==> src/rtl/psi_pkg.sv <==
// ****************************************
// constants for the sequencing block
// ****************************************
package psi_pkg;
  // register indices on the bus, byte address is four times the index
  localparam logic [7:0] IDX_IND_PORT = 8'h00; // indirect access port, no storage
  localparam logic [7:0] IDX_IP_LOW = 8'h02; // instruction pointer low byte
  localparam logic [7:0] IDX_BANK = 8'h03; // indirect bank select holder
  localparam logic [7:0] IDX_IND_PTR = 8'h04; // indirect pointer
  localparam logic [7:0] IDX_IP_HOLD = 8'h0A; // instruction pointer high holding
  localparam logic [7:0] IDX_INT_CTL = 8'h0B; // interrupt control
  localparam int ADDR_SHIFT = 2; // word aligned registers
  // interrupt control field positions
  localparam int BIT_GLOBAL = 7;
  localparam int BIT_NVM_EN = 6;
  localparam int BIT_T0_EN = 5;
  localparam int BIT_EXT_EN = 4;
  localparam int BIT_PORT_EN = 3;
  localparam int BIT_T0_FLAG = 2;
  localparam int BIT_EXT_FLAG = 1;
  localparam int BIT_PORT_FLAG = 0;
  localparam int BIT_BANK = 7; // bank select position in its holder
  // widths
  localparam int IP_W = 13;
  localparam int TGT_W = 11;
  localparam int HOLD_W = 5;
  localparam int STK_DEPTH = 8;
  localparam int SP_W = 3;
  localparam int RF_AW = 9;
  // reset values
  localparam logic [IP_W-1:0] IP_RST = 13'h0000;
  localparam logic [HOLD_W-1:0] HOLD_RST = 5'h00;
  localparam logic [7:0] INT_CTL_RST = 8'h00;
  localparam logic [7:0] IND_PTR_RST = 8'h00;
  localparam logic [IP_W-1:0] IRQ_VECTOR = 13'h0000; // plain default entry point
  localparam logic [7:0] ZERO_BYTE = 8'h00;
  // bus answers
  localparam logic [1:0] RESP_OKAY = 2'h0;
  localparam logic [1:0] RESP_SLVERR = 2'h2;
endpackage : psi_pkg

==> src/rtl/psi_top.sv <==
// The AXI4-Lite interface to the registers was left to the implementer.
`timescale 1ns/100ps
`default_nettype none
module psi_top (
  input wire logic REF_CLK,
  input wire logic RST,
  input wire logic CE,
  // axi4-lite slave
  input wire logic [7:0] S_AXI_AWADDR,
  input wire logic S_AXI_AWVALID,
  output logic S_AXI_AWREADY,
  input wire logic [31:0] S_AXI_WDATA,
  input wire logic [3:0] S_AXI_WSTRB,
  input wire logic S_AXI_WVALID,
  output logic S_AXI_WREADY,
  output logic [1:0] S_AXI_BRESP,
  output logic S_AXI_BVALID,
  input wire logic S_AXI_BREADY,
  input wire logic [7:0] S_AXI_ARADDR,
  input wire logic S_AXI_ARVALID,
  output logic S_AXI_ARREADY,
  output logic [31:0] S_AXI_RDATA,
  output logic [1:0] S_AXI_RRESP,
  output logic S_AXI_RVALID,
  input wire logic S_AXI_RREADY,
  // decoder sequencing requests
  input wire logic STEP,
  input wire logic JUMP,
  input wire logic CALL,
  input wire logic EXIT,
  input wire logic IRQ_ACK,
  input wire logic [10:0] TARGET,
  input wire logic IP_LOW_WR,
  input wire logic [7:0] IP_LOW_WDATA,
  output logic [12:0] IP,
  // decoder register file access
  input wire logic FILE_RD,
  input wire logic FILE_WR,
  input wire logic [7:0] FILE_ADDR,
  input wire logic [7:0] FILE_WDATA,
  output logic [7:0] FILE_RDATA,
  output logic FILE_RVALID,
  output logic RF_RE,
  output logic RF_WE,
  output logic [8:0] RF_ADDR,
  output logic [7:0] RF_WDATA,
  input wire logic [7:0] RF_RDATA,
  // interrupt sources
  input wire logic EXTERNAL_INT_PIN,
  input wire logic TIMER_ZERO_OVF,
  input wire logic PORT_CHANGE,
  input wire logic NVM_WRITE_DONE,
  output logic IRQ_REQ
);
  // ****************************************
  // state
  // ****************************************
  logic [12:0] ip_q; // instruction pointer
  logic [4:0] hold_q; // high holding register
  logic [7:0] ictl_q; // interrupt control
  logic [7:0] ind_ptr_q; // indirect pointer
  logic bank_q; // indirect bank select, kept clear by software
  logic [12:0] stk_mem [0:psi_pkg::STK_DEPTH-1]; // return stack, no reset
  logic [2:0] sp_q; // hidden stack pointer, no bus path
  logic pin_s1_q, pin_s2_q, pin_s3_q; // external pin synchroniser and history
  logic irq_q;
  logic awr_q, bval_q, arr_q, rval_q;
  logic [1:0] bresp_q, rresp_q;
  logic [31:0] rdata_q;
  logic rf_re_q, rf_we_q, zero_rd_q, rd_pend_q, frv_q, zpend_q;
  logic [8:0] rf_addr_q;
  logic [7:0] rf_wdata_q, frd_q;

  // ****************************************
  // bus decode
  // ****************************************
  wire wr_go = CE & S_AXI_AWVALID & S_AXI_WVALID & ~awr_q & ~bval_q;
  wire wr_hs = CE & awr_q; // both channels taken together
  wire [7:0] wr_idx = S_AXI_AWADDR >> psi_pkg::ADDR_SHIFT;
  wire wr_lane = S_AXI_WSTRB[0]; // all registers sit in byte lane 0
  wire [7:0] wr_byte = S_AXI_WDATA[7:0];
  wire wr_ip_low = wr_hs & wr_lane & (wr_idx == psi_pkg::IDX_IP_LOW);
  wire wr_hold = wr_hs & wr_lane & (wr_idx == psi_pkg::IDX_IP_HOLD);
  wire wr_ictl = wr_hs & wr_lane & (wr_idx == psi_pkg::IDX_INT_CTL);
  wire wr_ptr = wr_hs & wr_lane & (wr_idx == psi_pkg::IDX_IND_PTR);
  wire wr_bank = wr_hs & wr_lane & (wr_idx == psi_pkg::IDX_BANK);
  wire wr_map = (wr_idx == psi_pkg::IDX_IP_LOW) | (wr_idx == psi_pkg::IDX_IP_HOLD) |
                (wr_idx == psi_pkg::IDX_INT_CTL) | (wr_idx == psi_pkg::IDX_IND_PTR) |
                (wr_idx == psi_pkg::IDX_BANK);
  wire rd_go = CE & S_AXI_ARVALID & ~arr_q & ~rval_q;
  wire [7:0] rd_idx = S_AXI_ARADDR >> psi_pkg::ADDR_SHIFT;
  // upper pointer bits and stack pointer have no read path
  wire [7:0] rd_byte = (rd_idx == psi_pkg::IDX_IP_LOW) ? ip_q[7:0] :
                       (rd_idx == psi_pkg::IDX_IP_HOLD) ? {3'h0, hold_q} :
                       (rd_idx == psi_pkg::IDX_INT_CTL) ? ictl_q :
                       (rd_idx == psi_pkg::IDX_IND_PTR) ? ind_ptr_q :
                       (rd_idx == psi_pkg::IDX_BANK) ? {bank_q, 7'h00} : psi_pkg::ZERO_BYTE;
  wire rd_map = (rd_idx == psi_pkg::IDX_IP_LOW) | (rd_idx == psi_pkg::IDX_IP_HOLD) |
                (rd_idx == psi_pkg::IDX_INT_CTL) | (rd_idx == psi_pkg::IDX_IND_PTR) |
                (rd_idx == psi_pkg::IDX_BANK);

  // ****************************************
  // bus handshakes
  // ****************************************
  // write: ready pulses one cycle once both channels wait, response follows
  always_ff @(posedge REF_CLK or posedge RST) begin
    if (RST) begin
      awr_q <= 1'b0;
      bval_q <= 1'b0;
      bresp_q <= psi_pkg::RESP_OKAY;
    end else if (CE) begin
      awr_q <= wr_go;
      if (awr_q) begin
        bval_q <= 1'b1;
        bresp_q <= wr_map ? psi_pkg::RESP_OKAY : psi_pkg::RESP_SLVERR;
      end else if (S_AXI_BREADY) begin
        bval_q <= 1'b0;
      end
    end
  end

  // read: address taken, data one cycle later, held until rready
  always_ff @(posedge REF_CLK or posedge RST) begin
    if (RST) begin
      arr_q <= 1'b0;
      rval_q <= 1'b0;
      rresp_q <= psi_pkg::RESP_OKAY;
      rdata_q <= 32'h0000_0000;
    end else if (CE) begin
      arr_q <= rd_go;
      if (arr_q) begin
        rval_q <= 1'b1;
        rdata_q <= {24'h00_0000, rd_byte};
        rresp_q <= rd_map ? psi_pkg::RESP_OKAY : psi_pkg::RESP_SLVERR;
      end else if (S_AXI_RREADY) begin
        rval_q <= 1'b0;
      end
    end
  end

  // ****************************************
  // instruction pointer and stack
  // ****************************************
  wire do_push = CALL | IRQ_ACK;
  wire [2:0] sp_dn = sp_q - 3'h1;
  // page bits come from holding 4:3, the low 11 from the target
  wire [12:0] branch_ip = {hold_q[4:3], TARGET};
  wire [12:0] low_wr_ip_d = {hold_q, IP_LOW_WDATA};
  wire [12:0] bus_wr_ip_d = {hold_q, wr_byte};
  // priority: exit, interrupt vector, call/jump, decoder low write, bus low write, step
  wire [12:0] ip_d = EXIT ? stk_mem[sp_dn] :
                     IRQ_ACK ? psi_pkg::IRQ_VECTOR :
                     (CALL | JUMP) ? branch_ip :
                     IP_LOW_WR ? low_wr_ip_d :
                     wr_ip_low ? bus_wr_ip_d :
                     STEP ? ip_q + 13'h0001 : ip_q;

  // pointer register, reset to zero
  always_ff @(posedge REF_CLK or posedge RST) begin
    if (RST) begin
      ip_q <= psi_pkg::IP_RST;
    end else if (CE) begin
      ip_q <= ip_d;
    end
  end

  // holding register only changes by a bus write, never by push/pop
  always_ff @(posedge REF_CLK or posedge RST) begin
    if (RST) begin
      hold_q <= psi_pkg::HOLD_RST;
    end else if (CE && wr_hold) begin
      hold_q <= wr_byte[4:0];
    end
  end

  // circular stack: pointer wraps in three bits, no overflow status
  always_ff @(posedge REF_CLK or posedge RST) begin
    if (RST) begin
      sp_q <= 3'h0;
    end else if (CE) begin
      if (EXIT) begin
        sp_q <= sp_dn;
      end else if (do_push) begin
        sp_q <= sp_q + 3'h1;
      end
    end
  end

  // entries hold the return address, contents undefined after reset
  always_ff @(posedge REF_CLK) begin
    if (CE && do_push && !EXIT) begin
      stk_mem[sp_q] <= ip_q;
    end
  end

  // ****************************************
  // interrupt control
  // ****************************************
  // pin passes two flops, the third only feeds edge detection
  always_ff @(posedge REF_CLK or posedge RST) begin
    if (RST) begin
      pin_s1_q <= 1'b0;
      pin_s2_q <= 1'b0;
      pin_s3_q <= 1'b0;
    end else if (CE) begin
      pin_s1_q <= EXTERNAL_INT_PIN;
      pin_s2_q <= pin_s1_q;
      pin_s3_q <= pin_s2_q;
    end
  end

  wire ext_evt = pin_s2_q & ~pin_s3_q; // rising edge of the pin
  wire [7:0] ictl_wr = wr_ictl ? wr_byte : ictl_q;
  // timer, pin and port events set flags whatever the enables say; set beats a same-cycle clear
  wire [7:0] ictl_d = {ictl_wr[7:3],
                       ictl_wr[psi_pkg::BIT_T0_FLAG] | TIMER_ZERO_OVF,
                       ictl_wr[psi_pkg::BIT_EXT_FLAG] | ext_evt,
                       ictl_wr[psi_pkg::BIT_PORT_FLAG] | PORT_CHANGE};
  wire src_t0 = ictl_q[psi_pkg::BIT_T0_EN] & ictl_q[psi_pkg::BIT_T0_FLAG];
  wire src_ext = ictl_q[psi_pkg::BIT_EXT_EN] & ictl_q[psi_pkg::BIT_EXT_FLAG];
  wire src_port = ictl_q[psi_pkg::BIT_PORT_EN] & ictl_q[psi_pkg::BIT_PORT_FLAG];
  wire src_nvm = ictl_q[psi_pkg::BIT_NVM_EN] & NVM_WRITE_DONE;
  wire irq_d = ictl_q[psi_pkg::BIT_GLOBAL] & (src_t0 | src_ext | src_port | src_nvm);

  // control register and request output
  always_ff @(posedge REF_CLK or posedge RST) begin
    if (RST) begin
      ictl_q <= psi_pkg::INT_CTL_RST;
      irq_q <= 1'b0;
    end else if (CE) begin
      ictl_q <= ictl_d;
      irq_q <= irq_d;
    end
  end

  // ****************************************
  // indirect access
  // ****************************************
  wire ind_hit = (FILE_ADDR == psi_pkg::IDX_IND_PORT);
  wire ptr_self = (ind_ptr_q == psi_pkg::IDX_IND_PORT); // points at the port itself
  wire [8:0] eff_addr = ind_hit ? {bank_q, ind_ptr_q} : {1'b0, FILE_ADDR};
  wire self_acc = ind_hit & ptr_self;

  // pointer and bank holders
  always_ff @(posedge REF_CLK or posedge RST) begin
    if (RST) begin
      ind_ptr_q <= psi_pkg::IND_PTR_RST;
      bank_q <= 1'b0;
    end else if (CE) begin
      if (wr_ptr) begin
        ind_ptr_q <= wr_byte;
      end
      if (wr_bank) begin
        bank_q <= wr_byte[psi_pkg::BIT_BANK];
      end
    end
  end

  // file request stage: self-addressed write is dropped, read forced to zero
  always_ff @(posedge REF_CLK or posedge RST) begin
    if (RST) begin
      rf_re_q <= 1'b0;
      rf_we_q <= 1'b0;
      rf_addr_q <= 9'h000;
      rf_wdata_q <= 8'h00;
      zero_rd_q <= 1'b0;
    end else if (CE) begin
      rf_re_q <= FILE_RD & ~self_acc;
      rf_we_q <= FILE_WR & ~self_acc;
      rf_addr_q <= eff_addr;
      rf_wdata_q <= FILE_WDATA;
      zero_rd_q <= FILE_RD & self_acc;
    end
  end

  // answer stage: data from the file one cycle after the strobe
  always_ff @(posedge REF_CLK or posedge RST) begin
    if (RST) begin
      rd_pend_q <= 1'b0;
      zpend_q <= 1'b0;
      frv_q <= 1'b0;
      frd_q <= 8'h00;
    end else if (CE) begin
      rd_pend_q <= rf_re_q | zero_rd_q;
      zpend_q <= zero_rd_q; // self read rides along, file data ignored
      frv_q <= rd_pend_q;
      if (rd_pend_q) begin
        frd_q <= zpend_q ? psi_pkg::ZERO_BYTE : RF_RDATA;
      end
    end
  end

  // ****************************************
  // outputs
  // ****************************************
  assign S_AXI_AWREADY = awr_q;
  assign S_AXI_WREADY = awr_q;
  assign S_AXI_BVALID = bval_q;
  assign S_AXI_BRESP = bresp_q;
  assign S_AXI_ARREADY = arr_q;
  assign S_AXI_RVALID = rval_q;
  assign S_AXI_RRESP = rresp_q;
  assign S_AXI_RDATA = rdata_q;
  assign IP = ip_q;
  assign IRQ_REQ = irq_q;
  assign RF_RE = rf_re_q;
  assign RF_WE = rf_we_q;
  assign RF_ADDR = rf_addr_q;
  assign RF_WDATA = rf_wdata_q;
  assign FILE_RDATA = frd_q;
  assign FILE_RVALID = frv_q;

  // ****************************************
  // checks
  // ****************************************
  AST_GATE_OFF: assert property (@(posedge REF_CLK) disable iff (RST)
    CE && !ictl_q[7] |=> !IRQ_REQ) else $error("request without global gate");
  AST_T0_REQ: assert property (@(posedge REF_CLK) disable iff (RST)
    CE && ictl_q[7] && ictl_q[5] && ictl_q[2] |=> IRQ_REQ) else $error("timer request missing");
  AST_EXT_FLAG: assert property (@(posedge REF_CLK) disable iff (RST)
    CE && ext_evt |=> ictl_q[1]) else $error("pin flag not set");
  AST_T0_SET: assert property (@(posedge REF_CLK) disable iff (RST)
    CE && TIMER_ZERO_OVF |=> ictl_q[2]) else $error("timer flag lost");
  AST_STICKY: assert property (@(posedge REF_CLK) disable iff (RST)
    CE && ictl_q[0] && !wr_ictl |=> ictl_q[0]) else $error("flag dropped");
  AST_HOLD_ONLY: assert property (@(posedge REF_CLK) disable iff (RST)
    CE && wr_hold && !STEP && !JUMP && !CALL && !EXIT && !IRQ_ACK && !IP_LOW_WR |=> $stable(IP))
    else $error("holding write moved pointer");
  AST_JUMP: assert property (@(posedge REF_CLK) disable iff (RST)
    CE && JUMP && !EXIT && !IRQ_ACK |=> IP == {$past(hold_q[4:3]), $past(TARGET)})
    else $error("jump target wrong");
  AST_CALL_RET: assert property (@(posedge REF_CLK) disable iff (RST)
    CE && CALL && !EXIT && !IRQ_ACK ##1 CE && EXIT |=> IP == $past(IP, 2))
    else $error("return address wrong");
  AST_HOLD_KEEP: assert property (@(posedge REF_CLK) disable iff (RST)
    CE && (EXIT || CALL) && !wr_hold |=> $stable(hold_q)) else $error("holding disturbed");
  AST_SELF_WR: assert property (@(posedge REF_CLK) disable iff (RST)
    CE && FILE_WR && self_acc |=> !RF_WE) else $error("self write stored");
  AST_SELF_RD: assert property (@(posedge REF_CLK) disable iff (RST)
    CE && FILE_RD && self_acc ##1 CE ##1 CE |=> FILE_RVALID && FILE_RDATA == 8'h00)
    else $error("self read not zero");
  CVR_CALL_RET: cover property (@(posedge REF_CLK) disable iff (RST) CALL ##[1:8] EXIT);
  CVR_IRQ: cover property (@(posedge REF_CLK) disable iff (RST) $rose(IRQ_REQ));
  CVR_IND_RD: cover property (@(posedge REF_CLK) disable iff (RST) FILE_RD && ind_hit && !ptr_self);
endmodule // psi_top
`default_nettype wire

==> config.mk <==
export PLATFORM = sky130hd
export DESIGN_NAME = psi_top
export DESIGN_NICKNAME = d
export VERILOG_FILES = /design/src/rtl/psi_pkg.sv /design/src/rtl/psi_top.sv
export SDC_FILE = /design/constraint.sdc
export NUM_CORES = 1
export LEC_CHECK = 0
export ABC_AREA = 1
export BUFFER_PORTS_ARGS = -buffer_cell sky130_fd_sc_hd__buf_2
export CORE_ASPECT_RATIO = 0.6
export CORE_MARGIN = 5
export CORE_UTILIZATION = 32
export CTS_BUF_LIST = sky130_fd_sc_hd__clkbuf_8 sky130_fd_sc_hd__clkbuf_16
export DETAILED_ROUTE_END_ITERATION = 10
export PLACE_DENSITY = 0.52
export SKIP_CTS_REPAIR_TIMING = 1
export SYNTH_ARGS = -nofsm -noshare
export SYNTH_HDL_FRONTEND = slang
export SYNTH_SLANG_ARGS = --single-unit
==> constraint.sdc <==
create_clock -name REF_CLK -period 3.35 [get_ports REF_CLK]
set_input_delay 0.67 -clock REF_CLK [delete_from_list [all_inputs] [get_ports REF_CLK]]
set_output_delay 0.67 -clock REF_CLK [all_outputs]
set_load 0.01 [all_outputs]
Word-level counts from Yosys, hierarchy flattened:

Memories as Yosys holds them, arrays and structs flattened.
Index checks and enable logic that the tools add are counted.

* flip-flop bits (word level): 89
* latch bits: 0
* RAM bits: 104
* ROM bits: 0
* output and inout port bits: 83
* word-level logic and storage cells: 132
* memories kept: 1

* add/subtract/negate cells: 3
* $mul: 0
* divide/modulo/power cells: 0
* order comparisons: 0
* eq/ne operators: 10
* shift operators: 0
* multiplexer cells: 24
* bitwise gates (word level): 47
* reduce and logical (&&, ||, !) cells: 20

Memories
* stk_mem: words 8, width 13, read ports 1, clocked after memory_dff 0, wr ports 1, line psi_top.sv:63 `logic [12:0] stk_mem [0:psi_pkg::STK_DEPTH-1];`

Operator list (number)
* 13-bit 2-to-1 mux: 6
* 8-bit 2-to-1 mux: 6
* 1-bit bitwise AND: 24
* 6-bit by 2-bit equality test with 1-bit output, second input constant: 4
* 6-bit by 4-bit equality test with 1-bit output, second input constant: 4
* 2-bit AND reduction: 10
* 1-bit bitwise OR: 17
* 8-bit logical NOT: 2
* 13-bit by 1-bit adder with 13-bit output, second input constant: 1
* 6-bit by 3-bit equality test with 1-bit output, second input constant: 2
* 3-bit 2-to-1 mux: 3
* 9-bit 2-to-1 mux: 1
* 1-bit 2-to-1 mux: 6
* 1-bit NOT: 6
* 2-bit nonzero test: 3
* 6-bit nonzero test: 1
* 2-bit 2-to-1 mux: 2
* 3-bit by 1-bit adder with 3-bit output, second input constant: 1
* 1-bit logical AND: 3
* 3-bit by 1-bit subtractor with 3-bit output, second input constant: 1
* 1-bit logical NOT: 1

Depth between registers and ports, before layout:

* depth after elaboration: 8
* gate-level depth with buffers: 14

Worst setup path before layout:

Ideal clock, no wire load.

* kind: input port to flip-flop
* from: input port CE
* to: memory stk_mem[1][0] (enable)
* library setup time: 0.382 ns
* arrival time: 1.681 ns
* data required time: 2.968 ns
* setup slack: 1.287 ns
* cell stages on the path: 4
* cell sequence: inv_1 > nor3_1 > nand2_1 > nor2_1

* longest elaborated chain between the ends: 4

RTL lines
* start, declared: line psi_top.sv:7 `input wire logic CE,`
* 1-bit logical AND (2 in series): line psi_top.sv:191 `if (CE && do_push && !EXIT) begin`
* 1-bit 2-to-1 mux: line psi_top.sv:191
* 1-bit 2-to-1 mux (implied by the code): line psi_top.sv:192 `stk_mem[sp_q] <= ip_q;`
* end, declared: line psi_top.sv:63

No other way between the ends.

Final worst setup path:

* from: register sp_q[0]
* to: register ip_q[11], in the netlist IP[11]

* longest elaborated chain between the ends: 3

RTL lines
* start, declared: line psi_top.sv:64 `logic [2:0] sp_q;`
* start signal, assigned: line psi_top.sv:182 `sp_q <= sp_dn;`
* start signal, assigned: line psi_top.sv:184 `sp_q <= sp_q + 3'h1;`
* 3-bit by 1-bit subtractor with 3-bit output: line psi_top.sv:145 `wire [2:0] sp_dn = sp_q - 3'h1;`
* memory 8 x 13 bit
* 13-bit 2-to-1 mux: line psi_top.sv:151 `wire [12:0] ip_d = EXIT ? stk_mem[sp_dn] :`
* end signal, assigned: line psi_top.sv:161 `ip_q <= psi_pkg::IP_RST;`
* end signal, assigned: line psi_top.sv:163 `ip_q <= ip_d;`
* end, declared: line psi_top.sv:58 `logic [12:0] ip_q;`

No other way between the ends.
A chain may end at the register's enable or synchronous reset.

==> impl_metrics.py <==
metrics = {
    "layout": {
        "layout_common_cells": "nand2_1, nor2_1, buf_2",
        "syn2layout_area_growth_pct": 19.0,
        "final_common_cell": "nand2_1",
        "nNetsFinal": 1235,
        "drive_gt1_share_pct": 18.4,
        "final_area_um2": 10500,
        "antenna-diode-count": 0,
        "nFillCells": 2836,
    },
    "run_status": {
        "outcome": "finished clean",
    },
    "clocking": {
        "ctsHtreeMaxLevel": 4,
        "clk_pin_slew_ps": 70,
        "cts_sinks": 191,
        "cts_tree": "yes",
        "cts.path.max_buffers": 2,
        "clock_latency_ps": 450,
        "cts_made_buffers": 17,
        "root_buffer": "clkbuf_16",
    },
    "synth": {
        "syn_avg_cell_area_um2": 9.09,
        "synthTopCellsByArea": "edfxtp_1, dfrtp_1, nand2_1",
        "async_reset_ff_share_pct": 45.5,
        "synth_top_area_share_pct": 35.3,
        "ys_warn_count": 0,
        "synthMuxAreaShare_pct": 0,
        "synthAdderAreaFrac_pct": 0.424,
        "synth_seq_cells": 191,
        "synth-simple-area-share_pct": 20.6,
        "synth-compound-area-share_pct": 11.6,
        "synth_top_family_by_area": "simple AND/OR/NAND/NOR gates",
        "synth_area_um2": 8850,
        "synth_flop_cell": "edfxtp_1",
        "synth-edff-count": 104,
        "syn_inst": 974,
        "synth_xor_area_share_pct": 0.593,
        "seq_area_frac_synth_pct": 59.9,
        "synthDistinctLibCells": 37,
        "synth_top_area_cell": "edfxtp_1",
    },
    "worst_setup_path": {
        "worstPathCellList": "inv_2, ha_1, inv_1, o21ai_0, o22ai_1, nand2_1, nand2_1, nor2_1, a21oi_1",
        "critical_path.max_fanout": 20,
        "worst-path-buf-inv": 2,
        "slowest_delay_ps": 530,
        "end_kind": "flip-flop",
        "cp.required_ps": 3720,
        "startpoint_type": "flip-flop",
        "worst_path_most_repeated_cell": "nand2_1",
        "path_class": "reg -> reg",
        "crit_path_top_delay_cell": "inv_1",
        "arrival_ps": 2730,
        "crit_family": "buffers and inverters",
    },
    "routing": {
        "drtPass1Iterations": 5,
        "vias_per_cell": 4.70,
        "wirelength_um": 26400,
        "vias": 7030,
        "drc": 0,
        "ant_nets": 0,
        "routedWlPerCell_um": 17.6,
        "drt_iter0_markers": 646,
    },
    "timing": {
        "drv_slew": 0,
        "fin_worst_skew_ps": 15.0,
        "finalSetupTns_ps": 0,
        "period_minus_slack_ps": 2370,
        "tightest_slew_ps": 714,
        "fin_crit_sh_pct": 70.6,
        "setup_viol": 0,
        "finalHoldViolations": 0,
        "rsz0062_at_grt": "false",
        "slew_headroom_pct": 52.4,
        "clock.fmax_ghz": 0.423,
    },
    "power": {
        "p_per_area_nw_per_um2": 759,
        "p_leak_nw": 4.64,
        "vdd_ir_drop_max_uv": 492,
    },
    "grt": {
        "antenna_found_initial": 2,
        "grt_max_degree": 88,
        "grt_pass1_wl_um": 40700,
        "grt_pass1_vias": 6621,
        "grt_overflow_total": 0,
        "grt_use_total_pct": 16.9,
    },
    "place": {
        "dpl_cell_area_um2": 9940,
        "gp_congestion": 0.837,
        "port_buffers": 140,
        "dp_hpwl_um": 18900,
    },
    "floorplanning": {
        "die_h_um": 139,
        "rows": 47,
        "dieWidth_um": 225,
        "start_util_pct": 32.3,
        "fp.coreArea_um2": 27400,
        "fp.dieArea_um2": 31200,
        "io_pins": 198,
    },
    "min_path": {
        "min_path_type": "in -> async",
    },
    "job": {
        "max_cap_viol_count": 0,
    },
}
-- report_power, final --
part | switching, W | internal [W]
Clock | 0.000959 | 0.00112
Sequential | 0.000399 | 0.00296
Combinational | 0.00169 | 0.000861
Total | 0.00305 | 0.00494
-- per-layer routing --
layer  vias up  wire (µm)  track usage, %
li1       3486          -               -
met1      3361      14200            27.7
met2       161      10500            22.4
met3        18       1370            3.87
met4         4        205            3.59
met5         -         27               0
-- cell families after synthesis --
logic type               count (synthesis)
other                                    1
XOR/XNOR                                 6
flip-flops                             191
adder cells (fa/ha/maj)                  3
AND/OR/NAND/NOR                        454
AO/OA/AOI/OAI                          190
buffers and inverters                  129
-- registers in the layout, indices dropped and copies added (netlist names), 3 cells and up --
register     count
ind_ptr_q        8
S_AXI_RDATA      8
RF_ADDR          9
sp_q             3
hold_q           5
ictl_q           8
FILE_RDATA       8
IP              13
RF_WDATA         8
stk_mem        104
-- cell usage after synthesis (all sizes together) (8+ instances only) --
library cell and number:
a21oi 30, a31oi 8, buf 40, clkbuf 25
dfrtp 87, edfxtp 104, inv 62, nand2 252
nand3 29, nand4 9, nor2 155, o21ai 122
o22ai 15
-- metrics by stage --
| step | std cells | power, W | utilization [%] | worst slack, ps | hold WS (ps) |
|---|---|---|---|---|---|
| global route | 1497 | 0.00857 | 38.4 | 815 | 373 |
| finish | 1497 | 0.00800 | 38.4 | 984 | 318 |
| floorplan | 999 | 0.00497 | - | 430 | 442 |
| global placement | 1465 | 0.00597 | 36.3 | 814 | 453 |
| detailed placement | 1465 | 0.00598 | 36.3 | 811 | 453 |
| CTS | 1497 | 0.00808 | 38.4 | 1010 | 337 |
-- worst reg2reg max path: stages, from the launching register on --
cell	delay [ps]
dfrtp_1	390
inv_2	280
ha_1	310
inv_1	530
o21ai_0	200
o22ai_1	240
nand2_1	80
nand2_1	60
nor2_1	30
a21oi_1	160
-- layout make-up --
cell class / count / area [µm²] / area share, %
Timing Repair Buffer: 164 / 893 / 8.48
Sequential cell: 191 / 5300 / 50.3
Multi-Input combinational cell: 679 / 3040 / 28.9
Inverter: 64 / 241 / 2.29
Clock buffer: 17 / 425 / 4.04
Tap cell: 367 / 459 / 4.36
Clock inverter: 15 / 175 / 1.66
-- path summary, 6_finish.rpt --
check | from | to | slack, ps | depth (start not counted)
max | sp_q[0] | IP[11] | 980 | 9
min | RST | RF_ADDR[7] | 320 | 3
max reg2reg | sp_q[0] | IP[11] | 980 | 9
min reg2reg | RF_WDATA[1] | RF_WDATA[1] | 470 | 2
max in group asynchronous | RST | S_AXI_BRESP[1] | 2640 | 3
min in group REF_CLK | FILE_WDATA[6] | RF_WDATA[6] | 420 | 3
Power figures use the tool's default switching activity.
